<file path="config.mk">
export PLATFORM = sky130hd
export DESIGN_NAME = peripheral_expander
export DESIGN_NICKNAME = d
export VERILOG_FILES = /design/src/expander_pkg.sv /design/src/bus_port.sv /design/src/level_picker.sv /design/src/peripheral_expander.sv
export SDC_FILE = /design/constraint.sdc
export NUM_CORES = 1
export LEC_CHECK = 0
export BUFFER_PORTS_ARGS = -buffer_cell sky130_fd_sc_hd__buf_2
export CORE_MARGIN = 4
export CORE_UTILIZATION = 48
export CTS_BUF_LIST = sky130_fd_sc_hd__clkbuf_8
export DETAILED_ROUTE_END_ITERATION = 8
export GPL_ROUTABILITY_DRIVEN = 0
export PLACE_DENSITY = 0.91
export SLEW_MARGIN = 15
export SYNTH_ARGS = -nofsm -noshare
export SYNTH_HDL_FRONTEND = slang
export SYNTH_SLANG_ARGS = --single-unit
</file>
<file path="constraint.sdc">
create_clock -name CLK_I -period 2.15 [get_ports CLK_I]
set_input_delay 0.215 -clock CLK_I [delete_from_list [all_inputs] [get_ports CLK_I]]
set_output_delay 0.215 -clock CLK_I [all_outputs]
set_load 0.02 [all_outputs]
</file>
<file path="src/expander_pkg.sv">
// Shared constants, layouts and helper functions of the peripheral interrupt expander.
// Assumes a 32-bit classic Wishbone bus whose word index is the byte address divided by four.
package expander_pkg;

	localparam int WORD_W = 16;
	localparam int SRC_N = 32;
	localparam int LEVEL_N = 6;

	// Register word indices; byte address is four times the index
	localparam logic [15:0] REQ_LOW_IDX = 16'h7010;
	localparam logic [15:0] REQ_HIGH_IDX = 16'h7011;
	localparam logic [15:0] ACK_LOW_IDX = 16'h7014;
	localparam logic [15:0] ACK_HIGH_IDX = 16'h7015;
	localparam logic [15:0] VECTOR_IDX = 16'h701e;
	localparam logic [15:0] MASK_IDX = 16'h7004;

	// Field layouts and reset values
	localparam logic [15:0] HIGH_VALID = 16'h7fff;
	localparam logic [31:0] SRC_VALID = 32'h7fff_ffff;
	localparam logic [15:0] REQ_RESET = 16'h0000;
	localparam logic [15:0] VECTOR_RESET = 16'h0000;
	localparam logic [15:0] VECTOR_BASE = 16'h0020;
	localparam logic [15:0] PHANTOM_VECTOR = 16'h0011;
	localparam logic [LEVEL_N-1:0] FLAGS_RESET = 6'h00;

	// Sources feeding each CPU level
	localparam logic [31:0] LEVEL_ONE_SRC = 32'h0000_01ff;
	localparam logic [31:0] LEVEL_TWO_SRC = 32'h0000_fe00;
	localparam logic [31:0] LEVEL_THREE_SRC = 32'h000f_0000;
	localparam logic [31:0] LEVEL_FOUR_SRC = 32'h0070_0000;
	localparam logic [31:0] LEVEL_FIVE_SRC = 32'h0f80_0000;
	localparam logic [31:0] LEVEL_SIX_SRC = 32'h7000_0000;

	typedef enum logic [1:0] {
		BUS_IDLE = 2'b00,
		BUS_ANSWER = 2'b01,
		BUS_REST = 2'b11
	} bus_state_e;

	function automatic logic [31:0] level_sources(input logic [2:0] lvl);
		case (lvl)
			3'h1: level_sources = LEVEL_ONE_SRC;
			3'h2: level_sources = LEVEL_TWO_SRC;
			3'h3: level_sources = LEVEL_THREE_SRC;
			3'h4: level_sources = LEVEL_FOUR_SRC;
			3'h5: level_sources = LEVEL_FIVE_SRC;
			3'h6: level_sources = LEVEL_SIX_SRC;
			default: level_sources = 32'h0000_0000;
		endcase
	endfunction : level_sources

	function automatic logic [15:0] vector_of(input logic [4:0] idx);
		vector_of = VECTOR_BASE + {11'h000, idx};
	endfunction : vector_of

	function automatic logic [15:0] lane_mask(input logic [3:0] sel);
		lane_mask = {{8{sel[1]}}, {8{sel[0]}}};
	endfunction : lane_mask

endpackage : expander_pkg

</file>
<file path="src/bus_port.sv">
// Classic Wishbone slave handshake: one ack per request, then one idle cycle.
// Assumes the master holds its request until it samples ack and then drops stb for a cycle.
`timescale 1ns/1ns
module bus_port (
	input wire logic clk_i,
	input wire logic rst_n_i,
	input wire logic cyc_i,
	input wire logic stb_i,
	input wire logic we_i,
	output logic take_o,
	output logic ack_o,
	output logic write_o
);
	import expander_pkg::*;

	bus_state_e state;
	bus_state_e next_state;

	assign take_o = (state == BUS_IDLE) && cyc_i && stb_i;
	assign ack_o = (state == BUS_ANSWER);
	// Writes land on the ack edge, the only edge the master commits on
	assign write_o = ack_o && we_i;

	always_comb begin
		case (state)
			BUS_IDLE: next_state = take_o ? BUS_ANSWER : BUS_IDLE;
			BUS_ANSWER: next_state = BUS_REST;
			BUS_REST: next_state = BUS_IDLE;
			default: next_state = BUS_IDLE;
		endcase
	end

	always_ff @(posedge clk_i or negedge rst_n_i) begin
		if (!rst_n_i) begin
			state <= BUS_IDLE;
		end else begin
			state <= next_state;
		end
	end
endmodule : bus_port

</file>
<file path="src/level_picker.sv">
// Picks the highest-priority pending source of one CPU level; lower bit index wins.
// Purely combinational; the caller registers whatever it keeps.
`timescale 1ns/1ns
module level_picker (
	input wire logic [31:0] pending_i,
	input wire logic [2:0] level_i,
	output logic found_o,
	output logic [4:0] index_o
);
	import expander_pkg::*;

	logic [31:0] candidates;

	assign candidates = pending_i & level_sources(level_i);
	assign found_o = |candidates;

	always_comb begin
		index_o = 5'h00;
		for (int i = SRC_N - 1; i >= 0; i--) begin
			if (candidates[i]) begin
				index_o = 5'(i);
			end
		end
	end

endmodule : level_picker

</file>
<file path="src/peripheral_expander.sv">
// Peripheral interrupt expander: 31 peripheral requests grouped onto six masked CPU levels.
// Assumes a classic Wishbone master, single-cycle peripheral event pulses and a CPU acknowledge pulse.
`timescale 1ns/1ns
module peripheral_expander (
	input wire logic CLK_I,
	input wire logic RST_N_I,
	input wire logic [31:0] ADR_I,
	input wire logic [31:0] DAT_I,
	output logic [31:0] DAT_O,
	input wire logic WE_I,
	input wire logic [3:0] SEL_I,
	input wire logic CYC_I,
	input wire logic STB_I,
	output logic ACK_O,
	input wire logic [31:0] PERIPH_REQ_I,
	output logic [31:0] PERIPH_ACK_O,
	input wire logic GLOBAL_MODE_I,
	input wire logic CPU_IACK_I,
	input wire logic [2:0] CPU_IACK_LEVEL_I,
	output logic [expander_pkg::LEVEL_N-1:0] LEVEL_REQ_O,
	output logic [expander_pkg::LEVEL_N-1:0] LEVEL_TAKE_O
);
	import expander_pkg::*;

	logic bus_take;
	logic bus_write;
	logic [15:0] word_idx;
	logic addr_upper_zero;
	logic hit_req_low;
	logic hit_req_high;
	logic hit_ack_low;
	logic hit_ack_high;
	logic hit_vector;
	logic hit_mask;
	logic [15:0] wr_lanes;
	logic [15:0] wr_ones;
	logic [31:0] sw_set;
	logic [31:0] sw_clr;
	logic [31:0] hw_clr;
	logic [31:0] periph_set;
	logic [31:0] request;
	logic [31:0] next_request;
	logic [31:0] next_periph_ack;
	logic [15:0] vector;
	logic [15:0] core_level_mask;
	logic [LEVEL_N-1:0] core_level_flags;
	logic [LEVEL_N-1:0] next_flags;
	logic [LEVEL_N-1:0] level_pending;
	logic [LEVEL_N-1:0] hw_level_clr;
	logic [15:0] rd_word;
	logic iack_level_valid;
	logic cpu_ack_ok;
	logic pick_found;
	logic [4:0] pick_index;
	logic seen_ack;

	bus_port u_bus_port (
		.clk_i(CLK_I),
		.rst_n_i(RST_N_I),
		.cyc_i(CYC_I),
		.stb_i(STB_I),
		.we_i(WE_I),
		.take_o(bus_take),
		.ack_o(ACK_O),
		.write_o(bus_write)
	);

	level_picker u_level_picker (
		.pending_i(request),
		.level_i(CPU_IACK_LEVEL_I),
		.found_o(pick_found),
		.index_o(pick_index)
	);

	// Address decode; an unmapped address still gets an ack with zero data
	assign word_idx = ADR_I[17:2];
	assign addr_upper_zero = (ADR_I[31:18] == 14'h0000);
	assign hit_req_low = addr_upper_zero && (word_idx == REQ_LOW_IDX);
	assign hit_req_high = addr_upper_zero && (word_idx == REQ_HIGH_IDX);
	assign hit_ack_low = addr_upper_zero && (word_idx == ACK_LOW_IDX);
	assign hit_ack_high = addr_upper_zero && (word_idx == ACK_HIGH_IDX);
	assign hit_vector = addr_upper_zero && (word_idx == VECTOR_IDX);
	assign hit_mask = addr_upper_zero && (word_idx == MASK_IDX);

	assign wr_lanes = lane_mask(SEL_I);
	assign wr_ones = DAT_I[15:0] & wr_lanes;

	// Two 16-bit groups make one 32-bit request vector of 31 sources; bit 31 is reserved
	assign sw_set = {(bus_write && hit_req_high) ? (wr_ones & HIGH_VALID) : 16'h0000,
		(bus_write && hit_req_low) ? wr_ones : 16'h0000};
	assign sw_clr = {(bus_write && hit_ack_high) ? (wr_ones & HIGH_VALID) : 16'h0000,
		(bus_write && hit_ack_low) ? wr_ones : 16'h0000};
	assign periph_set = PERIPH_REQ_I & SRC_VALID;

	// CPU acknowledge is honoured only for a level that is currently taken
	assign iack_level_valid = (CPU_IACK_LEVEL_I >= 3'h1) && (CPU_IACK_LEVEL_I <= 3'h6);
	assign cpu_ack_ok = CPU_IACK_I && iack_level_valid && LEVEL_TAKE_O[CPU_IACK_LEVEL_I - 3'h1];
	assign hw_clr = (cpu_ack_ok && pick_found) ? (32'h0000_0001 << pick_index) : 32'h0000_0000;
	assign hw_level_clr = cpu_ack_ok ? (6'h01 << (CPU_IACK_LEVEL_I - 3'h1)) : 6'h00;

	// A new event in the clearing cycle survives: set beats clear
	assign next_request = ((request & ~(sw_clr | hw_clr)) | sw_set | periph_set) & SRC_VALID;
	assign next_periph_ack = sw_clr | hw_clr;

	always_comb begin
		for (int l = 0; l < LEVEL_N; l++) begin
			level_pending[l] = |(request & level_sources(3'(l + 1)));
		end
	end

	// Acknowledge beats the pending view of the same cycle; the flag re-arms next edge if sources remain
	assign next_flags = (core_level_flags | level_pending) & ~hw_level_clr;
	assign LEVEL_REQ_O = level_pending;
	assign LEVEL_TAKE_O = core_level_flags & core_level_mask[LEVEL_N-1:0] & {LEVEL_N{!GLOBAL_MODE_I}};

	// Read mux; acknowledge registers have no storage and read as zero
	assign rd_word = hit_req_low ? request[15:0] :
		hit_req_high ? (request[31:16] & HIGH_VALID) :
		hit_vector ? vector :
		hit_mask ? core_level_mask :
		16'h0000;

	always_ff @(posedge CLK_I or negedge RST_N_I) begin
		if (!RST_N_I) begin
			DAT_O <= 32'h0000_0000;
		end else if (bus_take) begin
			DAT_O <= {16'h0000, rd_word};
		end
	end

	always_ff @(posedge CLK_I or negedge RST_N_I) begin
		if (!RST_N_I) begin
			request <= {REQ_RESET, REQ_RESET};
			core_level_flags <= FLAGS_RESET;
			PERIPH_ACK_O <= 32'h0000_0000;
		end else begin
			request <= next_request;
			core_level_flags <= next_flags;
			PERIPH_ACK_O <= next_periph_ack;
		end
	end

	// Only the hardware acknowledge path writes the vector
	always_ff @(posedge CLK_I or negedge RST_N_I) begin
		if (!RST_N_I) begin
			vector <= VECTOR_RESET;
		end else if (cpu_ack_ok) begin
			vector <= pick_found ? vector_of(pick_index) : PHANTOM_VECTOR;
		end
	end

	// Deliberately no reset: the mask survives a device reset and powers up undefined
	always_ff @(posedge CLK_I) begin
		if (bus_write && hit_mask) begin
			core_level_mask <= (core_level_mask & ~wr_lanes) | (DAT_I[15:0] & wr_lanes);
		end
	end

	// Checker-only history of whether any hardware acknowledge has happened
	always_ff @(posedge CLK_I or negedge RST_N_I) begin
		if (!RST_N_I) begin
			seen_ack <= 1'b0;
		end else if (cpu_ack_ok) begin
			seen_ack <= 1'b1;
		end
	end
endmodule : peripheral_expander

</file>
==> flow_summary.yaml, run 1 <==
run_status:
  status: "complete, but fails checks"
  violations: "DRC, setup timing"
finish:
  final_cell_mix: "147 x buf_2, 139 x buf_4, 86 x dfrtp_1"
  seq_area_sq_um: 2816
  instances_no_fill: 1036
  multi_input_area_sq_um: 3358
  fin_area_sq_um: 8996
  drive_above_1_share: 0.5258
  layout_commonest_cell: "buf_2"
  nNetsFinal: 1004
  fillers: 622
  areaGrowthSynthToFinish_pct: 56.03
logic_synthesis:
  ys_ff_latch: 109
  synth_top_flop_cell: "dfrtp_1"
  synth_top_family_by_area: "compound AO/OA/AOI/OAI gates"
  syn_area_per_cell_sq_um: 9.992
  synth-edff-count: 16
  synthAdderAreaFrac: 0.01519
  synthSimpleGateAreaFrac: 0.2031
  synth_compound_area_frac: 0.2281
  ys_warn_count: 0
  ys_top_cells_by_area: "dfrtp_1 40%, edfxtp_1 8.3%, a31oi_1 3.7%"
  synthXorXnorAreaFrac: 0
  synth_top_area_share: 0.4036
  ys_seq_area_frac: 0.4870
  syn_area_sq_um: 5766
  ys_types: 81
  synthArstFlopShare: 0.8532
  muxShareOfSynthArea: 0.003906
  synth.largest_area_cell: "dfrtp_1"
  postSynthCellCount: 577
timing:
  worst_clock_skew_ns: 0.01911
  min_period_ns: 2.668
  fmax_mhz: 374.9
  fin_tns_setup_ns: -22.69
  setup_viol: 65
  report.final.slew_viol_count: 0
  relSlewSlack: 0.5429
  fin_ws_ns: -0.5175
  hold_slack_ns: 0.02280
  grt_setup_unrepaired: "yes"
  finalCritPeriodShare: 1.241
  hold_viol: 0
  tightest_slew_ns: 0.6857
placed_design:
  port_buffers: 149
  dp_hpwl_um: 15960
  dp_slack_ns: -0.4832
  dp.cells: 976
  dpl-instance-area_sq_um: 7705
routing:
  viasPerCell: 6.852
  drt-pass1-iter-count: 9
  drtIter0Drc: 1138
  wl_um: 27990
  vias: 7099
  drcViolationCount: 23
  routedWlPerCell_um: 27.02
  antenna_left: 0
hold_path:
  min_path_type: "in -> reg"
job:
  maxCapViolCount: 0
floorplanning:
  dieHeight_um: 117.6
  start_util: 0.4985
  die-area_sq_um: 13830
  die_x_um: 117.6
  ios: 187
  core_sq_um: 11560
  num_rows: 39
clock_network:
  cts_tree: "built"
  ctsHtreeMaxLevel: 3
  cts_root_buffer: "clkbuf_8"
  worst_skew_pair.late_latency_ns: 0.40
  numCtsBuffers: 9
  clock_path_buffers: 2
  cts_sinks: 109
  clk_pin_slew_ns: 0.10
pwr:
  max-vdd-ir-drop_v: 0.0004494
  leakagePower_uw: 0.004037
  power_density_nw_per_um2: 610.3
critical_path:
  required_ns: 2.41
  end_kind: "flop"
  path_class: "reg -> reg"
  worstPathMaxFanout: 8
  crit_arrival_ns: 2.93
  worstSetupStartpointType: "flop"
grt:
  grt_max_degree: 40
  grt_pass1_wl_um: 37820
  antenna_found_initial: 1
  grt_pass1_vias: 6786
  grt_overflow: 0
  grtUsageTotal: 0.3467
cell type report:
| class | count | share of cell area |
|---|---|---|
| antenna | 1 | 0.0002782 |
| clock buffer | 10 | 0.01530 |
| timing repair buffer | 326 | 0.2569 |
| tap | 143 | 0.01989 |
| multi-input combinational | 418 | 0.3733 |
| sequential | 109 | 0.3131 |
| inverter | 23 | 0.009875 |
| clock inverter | 6 | 0.01140 |
final timing paths:
| path | to | cells past startpoint | startpoint | slack [ns] |
|---|---|---|---|---|
| worst max-delay path | request[11] | 8 | request[13] | -0.52 |
| worst min-delay path | request[22] | 2 | PERIPH_REQ_I[22] | 0.02 |
| worst max register to register | request[11] | 8 | request[13] | -0.52 |
| worst min register to register | vector[5] | 1 | vector[5] | 0.54 |
| max in group asynchronous | DAT_O[1] | 3 | RST_N_I | 1.15 |
| min in group asynchronous | request[30] | 2 | RST_N_I | 0.31 |
logic make-up (layout without fill, tap and decap cells):
family,after synthesis,after routing
adder cells (fa/ha/maj),7,7
other,1,18
AO/OA/AOI/OAI,182,182
multiplexers,1,1
flip-flops,109,109
buffers and inverters,67,365
AND/OR/NAND/NOR,210,211
synth_stat cells (4+ instances only):
cell type and n:
edfxtp_1 16, a21oi_1 21, o21ai_0 27, ha_1 7, nand4_1 5, clkbuf_1 18, nor2_1 55, a222oi_1 6
nor2b_1 4, a22oi_1 12, o21ai_1 10, nand3_1 8, a31oi_1 34, buf_4 19, nor4_1 7, nand2b_1 5
and2_1 19, and3_1 9, o2bb2ai_1 6, a2bb2oi_1 5, inv_1 23, a21o_1 4, nor3_1 4, dfrtp_1 93
o21bai_1 4, nand2_1 53, o21a_1 6, a221o_1 17
where the power goes:
group	internal (uW)	switching [uW]	leakage, uW
Sequential	2300	132	0.00120
Clock	796	724	0.000129
Combinational	586	949	0.00271
worst max-delay path: stages (launching register included):
cell and delay, ns:
dfrtp_1 0.50, buf_4 0.18, inv_1 0.09, a21oi_2 0.19, o221ai_1 0.35, o211ai_4 0.42, and2_4 0.34, a31oi_2 0.13
a221o_1 0.33
repair_timing:
action                                  4_1_cts  5_1_grt
cloned                                        1        0
hold buffers                                  1        0
hold endpoints to repair                     31        0
endpoints found under the setup margin       64       67
resized for setup                            80       79
pin swaps                                    30       31
buffers inserted                             31       17
per-layer routing:
metal	routed length [um]	track usage	up-vias
met4	2461	0.2212	0
met5	0	0	-
met2	11900	0.5408	852
met1	9459	0.4286	3236
li1	-	-	2743
met3	4173	0.08938	268
stage by stage:
stage          power (uW)  utilization
2_1_floorplan        3187            -
3_3_place_gp         3684       0.6662
3_5_place_dp         3730       0.6662
4_1_cts              5280       0.7376
5_1_grt              5643       0.7779
6_report             5491       0.7779
No activity file was read; power rests on OpenSTA's default activity.
==> run 2: changes to the inputs <==
--- a/config.mk
+++ b/config.mk
@@ -5,6 +5,7 @@
 export SDC_FILE = /design/constraint.sdc
 export NUM_CORES = 1
 export LEC_CHECK = 0
+export ABC_AREA = 1
 export BUFFER_PORTS_ARGS = -buffer_cell sky130_fd_sc_hd__buf_2
 export CORE_MARGIN = 4
 export CORE_UTILIZATION = 48
==> run 2 against run 1 <==
The run ends with setup timing left. Power down 21%. Register-to-register slack worse by 0.14 ns. First-iteration DRC count shrank 30%. Cell count grew 15%. Sequential share of layout area increased by 3.6 points. Synthesized cell count grew 35%. Flip-flop and latch count unchanged. Setup slack got worse by 0.14 ns. Die area grew 3.7%. Highest routed layer unchanged. Design area shrank 10%. Non-clock buffer count fell by 83.
==> flow_summary.yaml, run 2 <==
run_status:
  status: "complete, but fails checks"
  violations: "setup timing"
finish:
  drive_above_1_share: 0.3180
  finalCoreUtilization: 0.6653
  final_cell_mix: "212 x nand2_1, 147 x buf_2, 118 x inv_1"
  layout_commonest_cell: "nand2_1"
  num_antenna_cells: 0
  instances_no_fill: 1190
  nNetsFinal: 1134
  fillers: 921
  areaGrowthSynthToFinish_pct: 34.42
critical_path:
  rr_startpoint: "request[29]"
  path_class: "reg -> reg"
  r2r-end: "request[16]"
  required_ns: 2.43
  worstPathMaxFanout: 8
  max_stage_delay_ns: 0.42
  worst-r2r-cell-count: 34
  r2r_setup_slack_ns: -0.65
  timing.critical_path.mode_cell: "nand2_1"
  crit_arrival_ns: 3.09
  cpMaxStageDelayCell: "dfrtp_1"
  worstSetupStartpointType: "flop"
  end_kind: "flop"
hold_path:
  hold_depth: 1
  min_path_type: "in -> reg"
  hp-start: "DAT_I[0]"
timing:
  report.final.slew_viol_count: 0
  grt_setup_unrepaired: "yes"
  tightest_slew_ns: 0.5079
  fmax_mhz: 356.5
  hold_viol: 0
  worst_clock_skew_ns: 0.01362
  hold_slack_ns: 0.01825
  min_period_ns: 2.805
  finalCritPeriodShare: 1.305
  setup_viol: 64
  relSlewSlack: 0.6614
  fin_ws_ns: -0.6549
floorplanning:
  die-area_sq_um: 14340
  core_sq_um: 12110
  dieHeight_um: 119.8
  num_rows: 40
  ios: 187
  die_x_um: 119.8
  start_util: 0.4949
clock_network:
  clk_pin_slew_ns: 0.11
  ctsHtreeMaxLevel: 3
  cts_sinks: 109
  cts_tree: "built"
  numCtsBuffers: 9
  worst_skew_pair.late_latency_ns: 0.39
  clock_path_buffers: 2
  cts_root_buffer: "clkbuf_8"
logic_synthesis:
  synth.largest_area_cell: "dfrtp_1"
  synth_top_flop_cell: "dfrtp_1"
  synthTopCellsByCount: "222 x nand2_1, 122 x inv_1, 93 x dfrtp_1, 58 x nand3_1, 54 x nor2_1"
  synthArstFlopShare: 0.8532
  postSynthCellCount: 781
  synth-edff-count: 16
  ys_ff_latch: 109
  synth_top_area_share: 0.3882
  ys_top_cells_by_area: "dfrtp_1 39%, nand2_1 14%, edfxtp_1 8.0%"
  ys_types: 34
  syn_area_sq_um: 5994
  syn_area_per_cell_sq_um: 7.675
  ys_seq_area_frac: 0.4684
  yosysMostFrequentCell: "nand2_1"
  ys_warn_count: 0
pwr:
  p_seq_frac: 0.508
  leakagePower_uw: 0.004564
  p_clk_frac: 0.280
  power_density_nw_per_um2: 536.5
  pwr-share-comb: 0.212
  switching_share: 0.3192
  power.internal_uw: 2943
  p_switching_uw: 1380
  max-vdd-ir-drop_v: 0.0002924
routing:
  drt-pass1-iter-count: 6
  wl_um: 21080
  drtIter0Drc: 793
  vias: 6531
  viasPerCell: 5.488
  drcViolationCount: 0
  antenna_left: 0
  routedWlPerCell_um: 17.71
grt:
  antenna_found_initial: 0
  grt_overflow: 0
  grt_max_degree: 39
  grt_pass1_wl_um: 32390
  grtUsageTotal: 0.2874
  grt_pass1_vias: 6548
job:
  maxCapViolCount: 0
placed_design:
  port_buffers: 149
  dp_hpwl_um: 15200
  dp.cells: 1159
==> run 2: changes by cell type in the layout (fill, tap and decap cells not counted), moves of 13 or more <==
cell | before | now
nand4_1 | 5 | 31
nor3_1 | 1 | 14
and2_1 | 18 | 0
buf_4 | 139 | 85
nand2_1 | 49 | 212
buf_6 | 29 | 2
nand3_1 | 4 | 43
a221o_1 | 17 | 0
o21bai_1 | 4 | 32
inv_1 | 19 | 118
o21ai_2 | 14 | 0
==> run 2: worst max-delay path, delay by kind of cell (launching register included) <==
family / cells / cell delay [ns]
AND/OR/NAND/NOR: 32 / 1.85
flip-flops: 1 / 0.42
buffers and inverters: 1 / 0.10
AO/OA/AOI/OAI: 1 / 0.29
==> run 2: cell families (layout without fill, tap and decap cells) <==
group,Yosys count,count (layout),share of synthesized area
simple gates,400,400,0.2976
buf+inv,163,388,0.1121
fa+ha+maj,7,7,0.01461
compound gates,101,101,0.1067
other cells,1,17,0.0006256
flops,109,109,0.4684
==> run 2: how the worst max path moves through the flow <==
stage	start	to	slack, ns	cells past startpoint
5_1_grt	request[29]	request[18]	-0.93	34
3_3_place_gp	CPU_IACK_LEVEL_I[0]	request[26]	-0.67	37
2_1_floorplan	CPU_IACK_LEVEL_I[0]	request[26]	-0.31	36
6_report	request[29]	request[16]	-0.65	34
4_1_cts	request[28]	request[17]	-0.58	34
3_5_place_dp	CPU_IACK_LEVEL_I[0]	request[12]	-0.80	37
==> run 2: cell type report <==
type / count / area [sq um] / area share
multi-input combinational: 525 / 2811 / 0.3489
sequential: 109 / 2810 / 0.3488
timing repair buffer: 243 / 1554 / 0.1929
inverter: 129 / 490.5 / 0.06087
tap: 168 / 210.2 / 0.02609
clock buffer: 10 / 137.6 / 0.01708
clock inverter: 6 / 43.79 / 0.005435
==> run 2: timing repair <==
item                                    CTS  global route
endpoints found under the setup margin   63            67
pin swaps                                21            26
gates resized for setup                  19            23
setup buffers                            17             3
hold endpoints to repair                 36             0
hold buffers                              1             0
==> run 2: routing by layer <==
| layer | part of all wire | track usage | up-vias |
|---|---|---|---|
| met3 | 0.12 | 0.07729 | 111 |
| met1 | 0.37 | 0.3599 | 2945 |
| li1 | - | - | 2971 |
| met5 | 0 | 0 | - |
| met4 | 0.053 | 0.1560 | 0 |
| met2 | 0.46 | 0.4537 | 504 |
==> run 2: power groups by stage <==
| stage | combinational [uW] | sequential, uW | clock (uW) |
|---|---|---|---|
| final | 916 | 2200 | 1210 |
| after global routing | 999 | 2200 | 1290 |
| after CTS | 882 | 2200 | 1210 |
| after detailed placement | 859 | 2240 | 0 |
| after global placement | 838 | 2230 | 0 |
| after floorplan | 502 | 2230 | 0 |
==> run 2: through the flow <==
step	setup WS, ns	TNS, ns	power (uW)	cell area [sq um]
3_5_place_dp	-0.7959	-46.03	3095	7619
3_3_place_gp	-0.6708	-40.03	3072	7619
6_report	-0.6549	-33.01	4323	8058
4_1_cts	-0.5765	-29.60	4288	8011
5_1_grt	-0.9268	-50.98	4491	8058
2_1_floorplan	-0.3069	-12.59	2735	6170
==> run 3: changes to the inputs <==
--- a/config.mk
+++ b/config.mk
@@ -5,7 +5,6 @@
 export SDC_FILE = /design/constraint.sdc
 export NUM_CORES = 1
 export LEC_CHECK = 0
-export ABC_AREA = 1
 export BUFFER_PORTS_ARGS = -buffer_cell sky130_fd_sc_hd__buf_2
 export CORE_MARGIN = 4
 export CORE_UTILIZATION = 48
@@ -13,6 +12,7 @@
 export DETAILED_ROUTE_END_ITERATION = 8
 export GPL_ROUTABILITY_DRIVEN = 0
 export PLACE_DENSITY = 0.91
+export RECOVER_POWER = 25
 export SLEW_MARGIN = 15
 export SYNTH_ARGS = -nofsm -noshare
 export SYNTH_HDL_FRONTEND = slang
==> run 3 against run 2 <==
The flow still finishes with violations (setup timing). Worst hold slack worse by 0.0011 ns. Clock skew up 0.0037 ns. Non-clock buffer count up 83. Sequential power rose by 10%. Die area down 3.6%. Power up 26%. Via count is 8.1% higher. Register-to-register slack improved by 0.16 ns. Cell count shrank 13%.
==> flow_summary.yaml, run 3 (synthesis gave the netlist of run 1 again) <==
clock_network:
  clk_pin_slew_ns: 0.10
  cts_root_buffer: "clkbuf_8"
  worst_skew_pair.late_latency_ns: 0.40
  ctsHtreeMaxLevel: 3
  clock_path_buffers: 2
  numCtsBuffers: 9
  cts_tree: "built"
  cts_sinks: 109
grt:
  grt_max_degree: 40
  grt_overflow: 0
  grt_pass1_wl_um: 37820
  grtUsageTotal: 0.3467
  grt_pass1_vias: 6786
  antenna_found_initial: 0
run_status:
  status: "complete, but fails checks"
  violations: "setup timing"
finish:
  final_cell_mix: "137 x buf_4, 132 x buf_2, 86 x dfrtp_1"
  finalCoreUtilization: 0.7741
  drive_above_1_share: 0.5067
  fin_area_sq_um: 8952
  seq_area_sq_um: 2816
  num_antenna_cells: 0
  layout_commonest_cell: "buf_4"
  multi_input_area_sq_um: 3358
  nNetsFinal: 1004
  fillers: 637
  areaGrowthSynthToFinish_pct: 55.27
timing:
  finalCritPeriodShare: 1.229
  report.final.slew_viol_count: 0
  setup_viol: 65
  fmax_mhz: 378.3
  hold_viol: 0
  relSlewSlack: 0.3599
  min_period_ns: 2.643
  tightest_slew_ns: 0.9602
  fin_ws_ns: -0.4933
  worst_clock_skew_ns: 0.01735
  grt_setup_unrepaired: "yes"
floorplanning:
  num_rows: 39
  die-area_sq_um: 13830
  die_x_um: 117.6
  core_sq_um: 11560
  dieHeight_um: 117.6
  ios: 187
  start_util: 0.4985
routing:
  topRoutingLayerUsed: "met4"
  drtIter0Drc: 1325
  vias: 7060
  wl_met1_um: 9308
  drcViolationCount: 0
  viasPerCell: 6.821
  drt-pass1-iter-count: 7
  wl_um: 27740
  antenna_left: 0
  routedWlPerCell_um: 26.80
  wl_met2_um: 11820
  route.met3.wl_um: 4128
placed_design:
  dpl-instance-area_sq_um: 7705
  port_buffers: 149
  dp_hpwl_um: 15960
critical_path:
  cp.depth: 8
  required_ns: 2.41
  worstPathMaxFanout: 8
  rr_startpoint: "request[13]"
  worst-r2r-cell-count: 8
  max_stage_delay_ns: 0.49
  end_kind: "flop"
  crit_family: "compound AO/OA/AOI/OAI gates"
  worstSetupStartpointType: "flop"
  r2r_setup_slack_ns: -0.49
  crit_arrival_ns: 2.90
  critPathLaunch: "request[13]"
  r2r-end: "request[11]"
  cpMaxStageDelayCell: "dfrtp_1"
  path_buf_inv: 2
  worstPathCellList: "buf_4 -> inv_1 -> a21oi_2 -> o221ai_1 -> o211ai_4 -> and2_4 -> a31oi_2 -> a221o_1"
  path_class: "reg -> reg"
  setup.worst_path.end: "request[11]"
hold_path:
  min_path_type: "in -> reg"
pwr:
  totalPowerFinal_uw: 5461
  leakagePower_uw: 0.003982
  max-vdd-ir-drop_v: 0.0004481
  power_density_nw_per_um2: 610.0
job:
  maxCapViolCount: 0
## run 3: report_power, final
group / total, uW / internal (uW) / switching [uW] / leakage [uW]
clock network: 1510 / 796 / 713 / 0.000129
logic: 1520 / 570 / 948 / 0.00265
registers: 2430 / 2300 / 131 / 0.00120
total: 5460 / 3670 / 1790 / 0.00398
## run 3: metrics by stage
| stage | setup slack [ns] | TNS (ns) | std cells | hold WS, ns |
|---|---|---|---|---|
| CTS | -0.2200 | -4.787 | 1021 | 0.005990 |
| finish | -0.4933 | -21.43 | 1035 | 0.01714 |
| floorplan | -0.06190 | -0.1320 | 593 | -0.08059 |
| global placement | -0.4251 | -18.92 | 976 | 0.1904 |
| global route | -0.5357 | -24.13 | 1035 | 0.02722 |
| detailed placement | -0.4832 | -23.10 | 976 | 0.1953 |
## run 3: worst register-to-register path, stage by stage (launching register included)
cell	delay, ns
dfrtp_1	0.49
buf_4	0.18
inv_1	0.09
a21oi_2	0.19
o221ai_1	0.34
o211ai_4	0.41
and2_4	0.34
a31oi_2	0.13
a221o_1	0.34
## run 3: worst min-delay path by stage
stage,start,endpoint,slack (ns),cells past startpoint
floorplan,RST_N_I,DAT_O[0],-0.08,0
detailed placement,RST_N_I,PERIPH_ACK_O[31],0.20,1
CTS,PERIPH_REQ_I[22],request[22],0.006,2
global route,PERIPH_REQ_I[9],request[9],0.03,2
finish,PERIPH_REQ_I[22],request[22],0.02,2
global placement,RST_N_I,PERIPH_ACK_O[31],0.19,1
## run 3: area by class of cell
class | instances | share of cell area
flip-flops and latches | 109 | 0.3146
inverters | 23 | 0.009923
repair buffers | 326 | 0.2535
clock buffers | 10 | 0.01537
multi-input cells | 418 | 0.3751
clock inverters | 6 | 0.01146
well taps | 143 | 0.01999
## run 3: metal layers
metal,track usage,vias up
met5,0,-
met4,0.2212,0
met3,0.08938,282
met2,0.5408,863
met1,0.4286,3177
li1,-,2738
## run 3: repair_timing
item / 4_1_cts / 5_1_grt
setup buffers: 31 / 17
gates cloned: 1 / 0
setup endpoints to repair: 64 / 67
pin swaps: 30 / 31
endpoints found under the hold margin: 31 / 0
hold buffers: 1 / 0
gates resized for setup: 80 / 79
